File: src/design/obt_pkg.sv
//==========================================================================
// Orientation, pressure and temperature output registers
//==========================================================================
// Behaviour
// - In Euler format the pitch register holds the pitch angle at 180/2^15 degrees per count, clamped to 0xC000..0x3FFF.
// - In matrix format the pitch register holds element C31 as a 16-bit signed fraction of 1/2^15 per count.
// - In Euler format the yaw register holds the yaw angle at 180/2^15 degrees per count over the full signed range.
// - In matrix format the yaw register holds element C32 as a 16-bit signed fraction of 1/2^15 per count.
// - Element C33 always has its own 16-bit signed register at 1/2^15 per count, with -1 as 0x8000.
// - The coarse and fine pressure words together form one 32-bit signed value, coarse word on top.
// - The coarse pressure word alone is a 16-bit signed pressure of 40 microbar per count, zero pressure as 0x0000.
// - The fine pressure word carries extra resolution, its top bit worth 20 microbar and each lower bit half the one above.
// - The temperature register holds a 16-bit signed value at 0.00565 C per count, zero meaning 25 C.
// - Orientation registers carry Euler values when the format select bit is 0 and matrix elements when it is 1.
// - Orientation registers update on the same sample strobe as the inertial outputs.

package obt_pkg;

  //========================================================================
  // Register map
  //========================================================================
  localparam int          OBT_ADDR_W          = 7;
  localparam int          OBT_WORD_W          = 16;
  localparam logic [6:0]  OBT_OFS_TEMP        = 7'h0e;
  localparam logic [6:0]  OBT_OFS_PRESS_FINE  = 7'h2e;
  localparam logic [6:0]  OBT_OFS_PRESS_COARSE = 7'h30;
  localparam logic [6:0]  OBT_OFS_PITCH_C31   = 7'h6c;
  localparam logic [6:0]  OBT_OFS_YAW_C32     = 7'h6e;
  localparam logic [6:0]  OBT_OFS_C33         = 7'h70;

  //========================================================================
  // Field layout and codes
  //========================================================================
  localparam int          OBT_FMT_BIT         = 4;
  localparam logic        OBT_FMT_EULER       = 1'b0;
  localparam logic        OBT_FMT_MATRIX      = 1'b1;
  localparam logic [15:0] OBT_PITCH_MAX       = 16'h3fff;
  localparam logic [15:0] OBT_PITCH_MIN       = 16'hc000;
  localparam logic [15:0] OBT_RESET_WORD      = 16'h0000;
  localparam logic [15:0] OBT_UNMAPPED_WORD   = 16'h0000;

  typedef enum {
    OBT_SEL_NONE,
    OBT_SEL_TEMP,
    OBT_SEL_PRESS_FINE,
    OBT_SEL_PRESS_COARSE,
    OBT_SEL_PITCH_C31,
    OBT_SEL_YAW_C32,
    OBT_SEL_C33
  } obt_sel_t;

endpackage

File: src/design/obt_output_regs.sv
`timescale 1ns/10ps
`default_nettype none

module obt_output_regs
  import obt_pkg::*;
#(
  parameter int ADDR_W = OBT_ADDR_W,
  parameter int WORD_W = OBT_WORD_W
)
(
  input  wire logic              SYS_CLK,
  input  wire logic              RESETN,
  input  wire logic [15:0]       ORIENTATION_FILTER_CONFIG,
  input  wire logic              SENSOR_STROBE,
  input  wire logic [WORD_W-1:0] PITCH_ANGLE,
  input  wire logic [WORD_W-1:0] YAW_ANGLE,
  input  wire logic [WORD_W-1:0] MATRIX_C31,
  input  wire logic [WORD_W-1:0] MATRIX_C32,
  input  wire logic [WORD_W-1:0] MATRIX_C33,
  input  wire logic [WORD_W-1:0] TEMPERATURE,
  input  wire logic              PRESSURE_STROBE,
  input  wire logic [2*WORD_W-1:0] PRESSURE,
  input  wire logic              REG_RD,
  input  wire logic              REG_WR,
  input  wire logic [ADDR_W-1:0] REG_ADDR,
  output var  logic [WORD_W-1:0] REG_RDATA,
  output var  logic              REG_RVALID,
  output var  logic              REG_WR_REJECT
);

  //========================================================================
  // Orientation source selection
  //========================================================================
  logic              fmt_sel;
  logic [WORD_W-1:0] pitch_clamped;
  logic [WORD_W-1:0] pitch_word;
  logic [WORD_W-1:0] yaw_word;

  assign fmt_sel = ORIENTATION_FILTER_CONFIG[OBT_FMT_BIT];

  // Filter may overshoot near the pole, so pitch is held to +/-90 degrees
  always_comb
  begin
    pitch_clamped = PITCH_ANGLE;
    if ($signed(PITCH_ANGLE) > $signed(OBT_PITCH_MAX))
    begin
      pitch_clamped = OBT_PITCH_MAX;
    end
    else if ($signed(PITCH_ANGLE) < $signed(OBT_PITCH_MIN))
    begin
      pitch_clamped = OBT_PITCH_MIN;
    end
  end

  always_comb
  begin
    if (fmt_sel == OBT_FMT_MATRIX)
    begin
      pitch_word = MATRIX_C31;
      yaw_word   = MATRIX_C32;
    end
    else
    begin
      pitch_word = pitch_clamped;
      yaw_word   = YAW_ANGLE;
    end
  end

  //========================================================================
  // Held output words
  //========================================================================
  logic [WORD_W-1:0] pitch_q;
  logic [WORD_W-1:0] yaw_q;
  logic [WORD_W-1:0] c33_q;
  logic [WORD_W-1:0] temp_q;
  logic [WORD_W-1:0] coarse_q;
  logic [WORD_W-1:0] fine_q;

  // Format is taken at the strobe so one sample never mixes formats
  obt_word_reg #(.WIDTH(WORD_W)) u_pitch
  (
    .clk  (SYS_CLK),
    .rstn (RESETN),
    .load (SENSOR_STROBE),
    .d    (pitch_word),
    .q    (pitch_q)
  );

  obt_word_reg #(.WIDTH(WORD_W)) u_yaw
  (
    .clk  (SYS_CLK),
    .rstn (RESETN),
    .load (SENSOR_STROBE),
    .d    (yaw_word),
    .q    (yaw_q)
  );

  obt_word_reg #(.WIDTH(WORD_W)) u_c33
  (
    .clk  (SYS_CLK),
    .rstn (RESETN),
    .load (SENSOR_STROBE),
    .d    (MATRIX_C33),
    .q    (c33_q)
  );

  obt_word_reg #(.WIDTH(WORD_W)) u_temp
  (
    .clk  (SYS_CLK),
    .rstn (RESETN),
    .load (SENSOR_STROBE),
    .d    (TEMPERATURE),
    .q    (temp_q)
  );

  obt_word_reg #(.WIDTH(WORD_W)) u_coarse
  (
    .clk  (SYS_CLK),
    .rstn (RESETN),
    .load (PRESSURE_STROBE),
    .d    (PRESSURE[2*WORD_W-1:WORD_W]),
    .q    (coarse_q)
  );

  obt_word_reg #(.WIDTH(WORD_W)) u_fine
  (
    .clk  (SYS_CLK),
    .rstn (RESETN),
    .load (PRESSURE_STROBE),
    .d    (PRESSURE[WORD_W-1:0]),
    .q    (fine_q)
  );

  //========================================================================
  // Address decode
  //========================================================================
  obt_sel_t sel;

  always_comb
  begin
    unique case (REG_ADDR)
      OBT_OFS_TEMP:         sel = OBT_SEL_TEMP;
      OBT_OFS_PRESS_FINE:   sel = OBT_SEL_PRESS_FINE;
      OBT_OFS_PRESS_COARSE: sel = OBT_SEL_PRESS_COARSE;
      OBT_OFS_PITCH_C31:    sel = OBT_SEL_PITCH_C31;
      OBT_OFS_YAW_C32:      sel = OBT_SEL_YAW_C32;
      OBT_OFS_C33:          sel = OBT_SEL_C33;
      default:              sel = OBT_SEL_NONE;
    endcase
  end

  //========================================================================
  // Pressure pair coherence
  //========================================================================
  // A coarse read freezes the fine word, so a later fine read pairs with it
  // even if a new pressure sample lands in between. After a coarse read alone,
  // the next fine read, however late, still returns the word frozen at that read.
  logic              fine_hold;
  logic [WORD_W-1:0] fine_shadow;
  logic              next_fine_hold;
  logic [WORD_W-1:0] next_fine_shadow;
  logic [WORD_W-1:0] fine_view;

  assign fine_view = fine_hold ? fine_shadow : fine_q;

  always_comb
  begin
    next_fine_hold   = fine_hold;
    next_fine_shadow = fine_shadow;
    if (REG_RD && sel == OBT_SEL_PRESS_COARSE)
    begin
      next_fine_hold   = 1'b1;
      next_fine_shadow = fine_q;
    end
    else if (REG_RD && sel == OBT_SEL_PRESS_FINE)
    begin
      next_fine_hold = 1'b0;
    end
  end

  always_ff @(posedge SYS_CLK)
  begin
    if (!RESETN)
    begin
      fine_hold   <= 1'b0;
      fine_shadow <= OBT_RESET_WORD;
    end
    else
    begin
      fine_hold   <= next_fine_hold;
      fine_shadow <= next_fine_shadow;
    end
  end

  //========================================================================
  // Read and write port
  //========================================================================
  logic [WORD_W-1:0] next_rdata;
  logic              next_rvalid;
  logic              next_wr_reject;

  always_comb
  begin
    next_rdata     = REG_RDATA;
    next_rvalid    = REG_RD;
    // Writes have no target here; they are only reported
    next_wr_reject = REG_WR;
    if (REG_RD)
    begin
      unique case (sel)
        OBT_SEL_TEMP:         next_rdata = temp_q;
        OBT_SEL_PRESS_FINE:   next_rdata = fine_view;
        OBT_SEL_PRESS_COARSE: next_rdata = coarse_q;
        OBT_SEL_PITCH_C31:    next_rdata = pitch_q;
        OBT_SEL_YAW_C32:      next_rdata = yaw_q;
        OBT_SEL_C33:          next_rdata = c33_q;
        OBT_SEL_NONE:         next_rdata = OBT_UNMAPPED_WORD;
      endcase
    end
  end

  always_ff @(posedge SYS_CLK)
  begin
    if (!RESETN)
    begin
      REG_RDATA     <= OBT_RESET_WORD;
      REG_RVALID    <= 1'b0;
      REG_WR_REJECT <= 1'b0;
    end
    else
    begin
      REG_RDATA     <= next_rdata;
      REG_RVALID    <= next_rvalid;
      REG_WR_REJECT <= next_wr_reject;
    end
  end

endmodule

`default_nettype wire

File: src/design/obt_word_reg.sv
`timescale 1ns/10ps
`default_nettype none

module obt_word_reg
  import obt_pkg::*;
#(
  parameter int WIDTH = OBT_WORD_W
)
(
  input  wire logic             clk,
  input  wire logic             rstn,
  input  wire logic             load,
  input  wire logic [WIDTH-1:0] d,
  output var  logic [WIDTH-1:0] q
);

  //========================================================================
  // Sample-and-hold word
  //========================================================================
  logic [WIDTH-1:0] next_q;

  always_comb
  begin
    next_q = q;
    if (load)
    begin
      next_q = d;
    end
  end

  always_ff @(posedge clk)
  begin
    if (!rstn)
    begin
      q <= WIDTH'(OBT_RESET_WORD);
    end
    else
    begin
      q <= next_q;
    end
  end

endmodule

`default_nettype wire

File: config.mk
export PLATFORM = sky130hd
export DESIGN_NAME = obt_output_regs
export DESIGN_NICKNAME = d
export VERILOG_FILES = /design/src/design/obt_pkg.sv /design/src/design/obt_output_regs.sv /design/src/design/obt_word_reg.sv
export SDC_FILE = /design/constraint.sdc
export NUM_CORES = 1
export LEC_CHECK = 0
export BUFFER_PORTS_ARGS = -buffer_cell sky130_fd_sc_hd__buf_2
export CORE_AREA = 4 4 142 144
export CTS_BUF_LIST = sky130_fd_sc_hd__clkbuf_4 sky130_fd_sc_hd__clkbuf_8 sky130_fd_sc_hd__clkbuf_16
export DETAILED_ROUTE_END_ITERATION = 16
export DIE_AREA = 0 0 146 148
export PLACE_DENSITY = 0.57
export SLEW_MARGIN = 20
export SYNTH_ARGS = -nofsm -noshare
export SYNTH_HDL_FRONTEND = slang
export SYNTH_HIERARCHICAL = 1
export SYNTH_SLANG_ARGS = --single-unit
File: constraint.sdc
create_clock -name SYS_CLK -period 3.06 [get_ports SYS_CLK]
set_input_delay 0 -clock SYS_CLK [delete_from_list [all_inputs] [get_ports SYS_CLK]]
set_output_delay 0 -clock SYS_CLK [all_outputs]
set_load 0.01 [all_outputs]
Yosys cells after proc, flatten, opt, wreduce, memory -nomap -nowiden
Cells that the tools add are included. Widths: inputs -> output; s select.

Register bits: 131. Latch bits: 0. RAM bits: 0. Bits in read-only memories: 0. Bits of input ports: 157. Output and inout port bits: 18. Memories: 0.

Add/subtract/negate cells: 0. Multipliers: 0. Div/mod/pow operators: 0. Magnitude comparators: 2. Equality and inequality tests: 14. Shifts and indexed selects: 0. Multiplexer cells: 9. Bitwise logic cells: 0. Reduce and logical (&&, ||, !) cells: 4.

Operators by type and width (count): $eq 32x3->1 const B (5); $pmux 16 s7 (1); $mux 16 (5); $eq 32x2->1 const B (2); $eq 32x1->1 const B (1); $logic_not 32->1 (1); $eq 7x7->1 const B (3); $pmux 3 s6 (1); $gt 16x15->1 const B (1); $lt 16x15->1 const B (1); $eq 7x6->1 const B (2); $eq 7x4->1 const B (1); $logic_and 1x1->1 (2); $mux 1 (2); $reduce_bool 2->1 (1).

Logic depth before layout (Yosys ltp)
Gate-level depths: netlist of the first run.

Word-level depth: 6. Depth in mapped cells: 8.

Cells and area by module
The synthesis of the first run kept the hierarchy.

Modules (own cells, without submodules): obt_word_reg (times used 6, cells each 51, area an instance 615.6 µm², sequential area each 320.3 µm²); obt_output_regs (times used 1, cells each 344, area an instance 2812.7 µm², sequential area each 700.7 µm²).

Worst setup path before layout of the first run
No wires, ideal clock.

Kind: flip-flop to flip-flop. From: register fine_hold. To: register REG_RDATA[10]. Arrival: 1266 ps. Data required time: 2930 ps. Setup slack: 1663 ps. Stages on the path, launching flop included: 7. Buffers on the path: 2. Path through: dfxtp_1 -> buf_4 -> buf_4 -> mux2i_1 -> o2bb2ai_1 -> a222oi_1 -> o31ai_1.

Cells in the longest elaborated chain, start to end: 2.

RTL lines: start: declaration (line obt_output_regs.sv:158) `logic fine_hold;`; start signal: assignment (line obt_output_regs.sv:190) `fine_hold <= next_fine_hold;`; $mux 16 (line obt_output_regs.sv:164) `assign fine_view = fine_hold ? fine_shadow : fine_q;`; $pmux 16 s7 (line obt_output_regs.sv:210) `unique case (sel)`; end signal: assignment (line obt_output_regs.sv:232) `REG_RDATA <= next_rdata;`; end: declaration (line obt_output_regs.sv:26) `output var logic [WORD_W-1:0] REG_RDATA,`.

No other way between the ends. A chain may end at the register's enable or synchronous reset.

Final worst setup path of the first run
From: register fine_hold. To: register REG_RDATA[6].

The elaborated chain is that of the path after synthesis.

==> out/qor.txt, run 1 <==
H-tree depth -> 4
first-pass GRT wire length -> 30.0 mm
die area -> 21600 sq um
Rows -> 50
Initial DRC Count -> 298
syn avg cell area -> 10.0 sq um
type of origin of the critical path -> register
R2R depth -> 5
Ports -> 175
Remaining Overflow, GRT -> 0
Setup Buffers After CTS -> 0
total power -> 4.42 mW
post-DR vias/cell -> 4.68
Slew Viols, Final -> 0
post-synth top area cell -> dfxtp_1
post-CTS sizing -> 0
largest net degree at the start of global routing -> 90
worst-path fanout max -> 12
area of the mapped netlist -> 6510 sq um
final hold violations -> 0
ys flop type -> dfxtp_1
Fill cells -> 1790
port buffer count -> 159
Yosys top cell area share -> 40.3%
Total Wirelength -> 18.6 mm
vias in the first global route -> 5566
# nets final -> 1048
fmax -> 0.535 GHz
Fin Hold WS -> 16.3 ps
number of synthesized flops with an enable pin -> 0
initial antenna violation count -> 2
Hold Crit Depth -> 5
share of cells above drive strength 1 -> 25.6%
data arrival time of the critical path -> 2150 ps
PnR worst setup slack -> 1190 ps
register bit count reported by yosys -> 131
worst r2r dst -> REG_RDATA[6]$_SDFFE_PN0P_
Clock Skews -> 13.2 ps
Layout Cells excl Fill -> 1139
Post-synth ARST share -> 0%
CTS tree -> built
# hold bufs at CTS -> 108
most frequent cells in the layout -> 158 x buf_2, 131 x dfxtp_1, 128 x mux2i_1, 112 x nor2b_1, 108 x dlygate4sd3_1
WP data required -> 3340 ps
relative slew slack -> 35.1%
maxcap violations -> 0
CORE AREA -> 18700 sq um
post-DP HPWL -> 12.9 mm
via count -> 5333
Setup WS pre-CTS -> 1040 ps
hold path startpoint -> MATRIX_C31[10]
Pwr Density -> 495 nW/um^2
sequential area share after synthesis -> 40.3%
RSZ-0062 raised after global routing -> no
leading cell type in the layout, fill and taps excluded -> buf_2
clk buf depth -> 2
synthesis warning total -> 6
actual slew at the worst max-slew pin -> 973 ps
Finish-stage setup viols -> 0
Setup TNS -> 0 ps
Yosys cell types -> 37
Post-DRT Antenna Nets -> 0
reg2reg start -> fine_hold$_SDFFE_PN0P_
Initial Utilization -> 34.8%
crit share post-route -> 61.1%
Pre-Repair DR Iteration Count -> 5
clock root cell -> clkbuf_16
Pleak -> 4.03 nW
clock slew at reported path FFs -> 50 ps
Area Growth Syn to Fin -> 37.3%
Worst Hold Class -> input pin to register
CTS buffer count -> 17
Syn Nets -> 807
number of remaining DRC errors -> 0
Post-Synthesis Cells -> 650
min Tclk post-route -> 1870 ps
WHS Endpoint -> u_pitch/q[10]$_SDFFE_PN0P_
placer congestion estimate -> 0.795
crit path kind -> register to register
Clk Latency, worst-skew pair -> 420 ps
Synth area leaders -> dfxtp_1 40%, mux2i_1 20%, nor2b_1 11%
maximum VDD drop -> 0.307 mV
R2R Setup Slk -> 1190 ps
Worst Setup End Kind -> register
CTS sink cnt -> 131
status -> finished, final reports clean
placed cell count -> 998
total track usage -> 17.6%
Die Height -> 148 microns
Die X -> 146 microns
WL per Instance -> 16.4 microns
worst max path at each step:
stage / from / to / slack, ps / depth (start not counted)
after detailed placement: REG_ADDR[6] / REG_RDATA[1]$_SDFFE_PN0P_ / 1040 / 5
after CTS: fine_hold$_SDFFE_PN0P_ / REG_RDATA[0]$_SDFFE_PN0P_ / 1180 / 5
after global placement: REG_ADDR[6] / REG_RDATA[1]$_SDFFE_PN0P_ / 1040 / 5
after global routing: fine_hold$_SDFFE_PN0P_ / REG_RDATA[15]$_SDFFE_PN0P_ / 1090 / 5
after floorplan: fine_hold$_SDFFE_PN0P_ / REG_RDATA[10]$_SDFFE_PN0P_ / 1660 / 6
final: fine_hold$_SDFFE_PN0P_ / REG_RDATA[6]$_SDFFE_PN0P_ / 1190 / 5
Yosys cell counts (3+ instances only):
cell type	n
and2_1	4
clkbuf_1	20
mux2_2	32
buf_4	4
o2bb2ai_1	14
a222oi_1	14
nor2b_1	112
dfxtp_1	131
buf_6	7
buf_2	14
mux2i_1	128
nor2_1	16
buf_12	6
nand2_1	48
nand3_1	15
o21ai_0	29
a21o_1	14
a211oi_1	3
o31ai_1	16
area by class of cell:
| type | count | area [sq um] | share of cell area [%] |
|---|---|---|---|
| multi-input combinational | 465 | 3500 | 39.2 |
| sequential | 131 | 2620 | 29.4 |
| timing repair buffer | 273 | 1920 | 21.5 |
| clock buffer | 19 | 447 | 5.00 |
| tap | 234 | 293 | 3.28 |
| clock inverter | 13 | 135 | 1.51 |
| inverter | 3 | 11.3 | 0.126 |
| antenna | 1 | 2.50 | 0.0280 |
registers in the layout, indices dropped and copies added, names as in the netlist:
| register | flops |
|---|---|
| REG_WR_REJECT | 1 |
| fine_hold | 1 |
| u_c33/q | 16 |
| u_fine/q | 16 |
| u_pitch/q | 16 |
| u_yaw/q | 16 |
| fine_shadow | 16 |
| REG_RDATA | 16 |
| u_coarse/q | 16 |
| REG_RVALID | 1 |
| u_temp/q | 16 |
power by group:
| group | switching (mW) | leakage (nW) | internal (mW) |
|---|---|---|---|
| Combinational | 0.257 | 2.68 | 0.335 |
| Clock | 0.765 | 0.275 | 1.22 |
| Sequential | 0.0504 | 1.08 | 1.79 |
| Total | 1.07 | 4.03 | 3.35 |
per-layer routing:
metal,track usage (%),wire length [microns]
met4,6.26,316
met5,0,7
met1,23.7,9200
met2,27.3,8280
met3,4.45,836
worst max-delay path, cell delays in order (launching register included):
cell,delay (ps)
dfxtp_1,490
buf_4,300
mux2i_1,270
o2bb2ai_1,150
a222oi_1,400
o31ai_1,120
through the flow:
stage	util [%]	area [sq um]
floorplan	-	6510
global placement	38.9	7270
detailed placement	38.9	7270
CTS	47.7	8930
global route	47.8	8930
finish	47.8	8930
cell families after synthesis:
| logic type | count (synthesis) | synth area share, % |
|---|---|---|
| and+or+nand+nor | 210 | 17.9 |
| DFF | 131 | 40.3 |
| muxes | 160 | 25.2 |
| buffers and inverters | 54 | 5.92 |
| AOI/OAI and AO/OA | 95 | 10.7 |
No activity file was read; power rests on OpenSTA's default activity.
==> run 2: changes to the inputs <==
Settings changed: ABC_AREA set to 1, CORE_AREA 4 4 142 144 to 4 4 148 150, DIE_AREA 0 0 146 148 to 0 0 152 154.
Clock period 3.06 ns to 1.9 ns, I/O delays scaled along.
==> run 2 against run 1 <==
Utilization fell by 0.83 points. Critical path depth increased by 4. Setup slack worse by 780 ps. Wire length up 10%. Clock power is 79% higher. Critical path type unchanged. Largest cell class unchanged.
==> out/qor.txt, run 2 <==
status -> finished, final reports clean
crit share post-route -> 78.5%
most frequent cells in the layout -> 413 x nand2_1, 237 x nor2_1, 157 x buf_2, 136 x inv_1, 131 x dfxtp_1
Bufs and invs on worst path -> 1
min Tclk post-route -> 1490 ps
fmax -> 0.670 GHz
H-tree depth -> 4
Finish-stage setup viols -> 0
ys flop type -> dfxtp_1
post-synth top area cell -> dfxtp_1
data arrival time of the critical path -> 1810 ps
initial antenna violation count -> 3
number of remaining DRC errors -> 0
syn avg cell area -> 6.11 sq um
Yosys top cell area share -> 37.0%
# hold bufs at CTS -> 109
WL per Instance -> 12.1 microns
clock root cell -> clkbuf_16
Worst Setup End Kind -> register
Total Wirelength -> 20.5 mm
Crit path top cell by count -> nand2_1
Die X -> 152 microns
Setup Buffers After CTS -> 0
via count -> 7377
leading cell type in the layout, fill and taps excluded -> nand2_1
relative slew slack -> 54.5%
Ports -> 175
Commonest cells post-synth -> 413 x nand2_1, 237 x nor2_1, 136 x inv_1, 131 x dfxtp_1, 49 x nand3_1
Area Growth Syn to Fin -> 36.9%
complex-gate fraction of the synthesized area -> 4.98%
area of the mapped netlist -> 7090 sq um
clock slew at reported path FFs -> 60 ps
Post-Synthesis Cells -> 1161
Rows -> 53
adder-cell share of the synthesized area -> 0%
CTS tree -> built
worst-path fanout max -> 16
Initial DRC Count -> 290
Fin Hold WS -> 4.15 ps
Pleak -> 5.20 nW
share of cells above drive strength 1 -> 17.9%
number of synthesized flops with an enable pin -> 0
RSZ-0062 raised after global routing -> no
Slowest-stage cell, CP -> inv_1
Setup TNS -> 0 ps
CTS sink cnt -> 131
Layout Cells excl Fill -> 1692
clk buf depth -> 2
crit path kind -> register to register
type of origin of the critical path -> register
Yosys cell types -> 23
Pre-Repair DR Iteration Count -> 4
Post-DRT Antenna Nets -> 0
Post-Synth Simple-Gate Area -> 43.7%
largest family of logic cells by synthesized area -> simple AND/OR/NAND/NOR gates
die area -> 23400 sq um
Die Height -> 154 microns
# nets final -> 1561
vias in the first global route -> 7263
Slew Viols, Final -> 0
crit-path cells -> inv_1 -> nand2_1 -> nand2_1 -> nand3_1 -> nand2_1 -> nor2_1 -> nand2_1 -> nand2_1 -> a21oi_1
Pwr Density -> 782 nW/um^2
synthesis warning total -> 6
Initial Utilization -> 34.3%
Worst Hold Class -> input pin to register
CTS buffer count -> 17
first-pass GRT wire length -> 34.0 mm
post-synthesis mux area share -> 0%
most frequent cell after synthesis -> nand2_1
WP data required -> 2220 ps
CORE AREA -> 20700 sq um
Post-synth ARST share -> 0%
register bit count reported by yosys -> 131
Syn Nets -> 1318
Clk Latency, worst-skew pair -> 420 ps
Synth area leaders -> dfxtp_1 37%, nand2_1 22%, nor2_1 13%
placed cell count -> 1551
placer congestion estimate -> 0.833
maximum VDD drop -> 0.563 mV
largest net degree at the start of global routing -> 58
sequential area share after synthesis -> 37.0%
post-CTS sizing -> 0
Remaining Overflow, GRT -> 0
post-DR vias/cell -> 4.36
maxcap violations -> 0
total power -> 7.59 mW
crit-path leading delay family -> simple AND/OR/NAND/NOR gates
post-DP HPWL -> 14.4 mm
crit-path max cell delay -> 380 ps
Post-Synth XOR/XNOR Area -> 0%
total track usage -> 17.5%
Clock Skews -> 7.85 ps
final hold violations -> 0
port buffer count -> 159
actual slew at the worst max-slew pin -> 679 ps
-- run 2: cell count changes after synthesis, moves of 32 or more --
cell | previous run | this run
inv_1 | 2 | 136
mux2i_1 | 128 | 0
nand3_1 | 15 | 49
nor2b_1 | 112 | 0
nor2_1 | 16 | 237
mux2_2 | 32 | 0
nand2_1 | 48 | 413
-- run 2: report_power, final --
group / internal, mW / switching, mW
sequential: 2.90 / 0.0978
clock: 2.41 / 1.16
combinational: 0.492 / 0.530
total: 5.80 / 1.79
-- run 2: path summary, 6_finish.rpt --
kind         slack [ps]                          to  cells after the start                       start
max                 410   REG_RDATA[3]$_SDFFE_PN0P_                      9      fine_hold$_SDFFE_PN0P_
min                   4     u_yaw/q[0]$_SDFFE_PN0P_                      7                YAW_ANGLE[0]
max reg2reg         410   REG_RDATA[3]$_SDFFE_PN0P_                      9      fine_hold$_SDFFE_PN0P_
min reg2reg         470  u_coarse/q[1]$_SDFFE_PN0P_                      2  u_coarse/q[1]$_SDFFE_PN0P_
-- run 2: per-layer routing --
| metal | part of all wire [%] | wire (microns) | GRT usage, % |
|---|---|---|---|
| met5 | 0.097 | 20 | 0 |
| met4 | 2.3 | 473 | 5.74 |
| met3 | 5.0 | 1020 | 4.22 |
| met2 | 47 | 9680 | 30.0 |
| met1 | 45 | 9330 | 21.8 |
-- run 2: worst register-to-register path, stage by stage (launching register included) --
cell and delay (ps):
dfxtp_1 310, inv_1 380, nand2_1 100, nand2_1 100
nand3_1 80, nand2_1 90, nor2_1 50, nand2_1 90
nand2_1 60, a21oi_1 130
-- run 2: per-stage QoR --
stage          setup slack [ps]  utilization [%]  instance area, sq um
2_1_floorplan               644                -                  7090
3_3_place_gp                467             38.5                  7970
3_5_place_dp                462             38.5                  7970
4_1_cts                     415             46.9                  9710
5_1_grt                     256             46.9                  9710
6_report                    408             46.9                  9710
-- run 2: kinds of logic after synthesis --
kind of cell / Yosys count
and+or+nand+nor: 760
buffers and inverters: 207
DFF: 131
AOI/OAI and AO/OA: 63
-- run 2: cell type report --
class                           instances  area (sq um)
Fill cell                            2190         11000
Antenna cell                            1          2.50
Clock inverter                         10           180
Tap cell                              275           344
Clock buffer                           21           468
Timing Repair Buffer                  291          2110
Inverter                              140           526
Sequential cell                       131          2620
Multi-Input combinational cell        823          3450
==> run 3: changes to the inputs <==
Clock period 1.9 ns to 1.4 ns, I/O delays scaled along.
==> run 3 against run 2 <==
Combinational power grew 38%. Die area is the same. Clock power grew 21%. Critical path depth grew 1. Critical endpoint is now REG_RDATA[13]$_SDFFE_PN0P_. Worst hold slack gained 7.0 ps. Maximum frequency grew 17%. Via count grew 0.30%. Setup slack lost 280 ps. Highest routed layer unchanged. Sequential share of layout area shrank 0.16 points.
==> out/qor.txt, run 3 (synthesis results as in run 2) <==
status -> finished, final reports clean
type of origin of the critical path -> register
Finish-stage setup viols -> 0
Clk Latency, worst-skew pair -> 430 ps
maximum VDD drop -> 0.475 mV
relative slew slack -> 66.2%
area of placed instances -> 8080 sq um
via count -> 7399
first-pass GRT wire length -> 34.2 mm
Die Height -> 154 microns
Pre-Repair DR Iteration Count -> 5
Remaining Overflow, GRT -> 0
crit-path cells -> inv_1 -> buf_4 -> nand2_1 -> nand2_1 -> nand3_1 -> nand2_1 -> nor2_2 -> nand2_1 -> nand2_1 -> a21oi_2
crit share post-route -> 91.1%
multi-input logic area -> 3460 sq um
port buffer count -> 159
WL per Instance -> 12.1 microns
total track usage -> 17.8%
RSZ-0062 raised after global routing -> no
H-tree depth -> 4
most frequent cells in the layout -> 413 x nand2_1, 235 x nor2_1, 157 x buf_2, 136 x inv_1, 130 x dfxtp_1
Initial Utilization -> 34.3%
post-DR vias/cell -> 4.35
leading cell type in the layout, fill and taps excluded -> nand2_1
Pwr Density -> 1000 nW/um^2
CTS tree -> built
crit-path max cell delay -> 340 ps
Die X -> 152 microns
WP data required -> 1710 ps
Worst Hold Class -> input pin to register
fmax -> 0.784 GHz
Area Growth Syn to Fin -> 37.8%
crit path kind -> register to register
Slowest-stage cell, CP -> dfxtp_2
clk buf depth -> 2
share of cells above drive strength 1 -> 18.5%
Crit path top cell by count -> nand2_1
# nets final -> 1569
Rows -> 53
vias in the first global route -> 7124
Setup Buffers After CTS -> 0
Slew Viols, Final -> 0
Core Util, Final -> 47.2%
placer congestion estimate -> 0.844
initial antenna violation count -> 3
maxcap violations -> 0
Fill cells -> 2222
min Tclk post-route -> 1280 ps
CTS buffer count -> 17
data arrival time of the critical path -> 1580 ps
Worst Setup End Kind -> register
final hold violations -> 0
largest net degree at the start of global routing -> 65
Ports -> 175
die area -> 23400 sq um
clock slew at reported path FFs -> 60 ps
Post-DRT Antenna Nets -> 0
Fin Hold WS -> 11.1 ps
Clock Skews -> 15.5 ps
CORE AREA -> 20700 sq um
post-DP HPWL -> 14.5 mm
Setup TNS -> 0 ps
actual slew at the worst max-slew pin -> 507 ps
fin area -> 9770 sq um
Pleak -> 5.23 nW
area taken by flip-flops and latches -> 2620 sq um
Bufs and invs on worst path -> 2
placed cell count -> 1558
clock root cell -> clkbuf_16
worst-path fanout max -> 9
Layout Cells excl Fill -> 1701
number of remaining DRC errors -> 0
crit-path leading delay family -> simple AND/OR/NAND/NOR gates
CTS sink cnt -> 131
Total Wirelength -> 20.5 mm
Initial DRC Count -> 419
## run 3: cell types whose count changed in the layout (fill, tap and decap cells not counted), sizes merged
cell         previous run  this run
buf                   182       189
bufinv                  5         2
clkbuf                 21        22
clkinv                  5         7
diode                   1         2
dlygate4sd3           109       110
## run 3: metrics by stage
step / setup slack (ps) / power (mW)
after detailed placement: 66.3 / 5.31
after floorplan: 144 / 4.89
after CTS: 43.4 / 9.91
after global placement: 69.1 / 5.30
after global routing: 3.42 / 10.3
final: 125 / 9.79
## run 3: final cells by class
| class | instances | share of cell area (%) |
|---|---|---|
| multi-input combinational | 823 | 35.4 |
| antenna | 2 | 0.0512 |
| clock buffer | 22 | 4.80 |
| timing repair buffer | 299 | 22.9 |
| sequential | 131 | 26.8 |
| clock inverter | 9 | 1.10 |
| inverter | 140 | 5.38 |
| tap | 275 | 3.52 |
## run 3: power breakdown
part / switching [mW] / internal [mW] / total [mW]
Combinational: 0.719 / 0.689 / 1.41
Clock: 1.58 / 2.72 / 4.31
Sequential: 0.136 / 3.94 / 4.07
## run 3: worst min-delay path: stages
cell,delay [ps]
buf_2,70
nand2_1,40
o21ai_0,70
inv_1,50
nand2_1,50
nand2_1,50
nor2_1,70
## run 3: worst paths after layout
check,start,end,slack [ps],depth (start not counted)
setup / recovery,fine_hold$_SDFFE_PN0P_,REG_RDATA[13]$_SDFFE_PN0P_,120,10
hold / removal,MATRIX_C31[10],u_pitch/q[10]$_SDFFE_PN0P_,10,7
setup reg to reg,fine_hold$_SDFFE_PN0P_,REG_RDATA[13]$_SDFFE_PN0P_,120,10
hold reg to reg,REG_RDATA[2]$_SDFFE_PN0P_,REG_RDATA[2]$_SDFFE_PN0P_,460,2
## run 3: routing by layer
layer  track usage [%]  wire length (microns)  part of all wire, %  vias to the layer above
li1                  -                      -                    -                     3991
met1              22.5                   9470                   46                     3193
met2              29.6                   9550                   47                      175
met3              4.17                    922                  4.5                       38
met4              6.98                    577                  2.8                        2
met5                 0                      7                0.034                        -
## run 3: what timing repair did
action / 4_1_cts / 5_1_grt
hold buffers: 110 / 0
resized for setup: 0 / 3
setup endpoints to repair: 0 / 3
endpoints found under the hold margin: 90 / 0
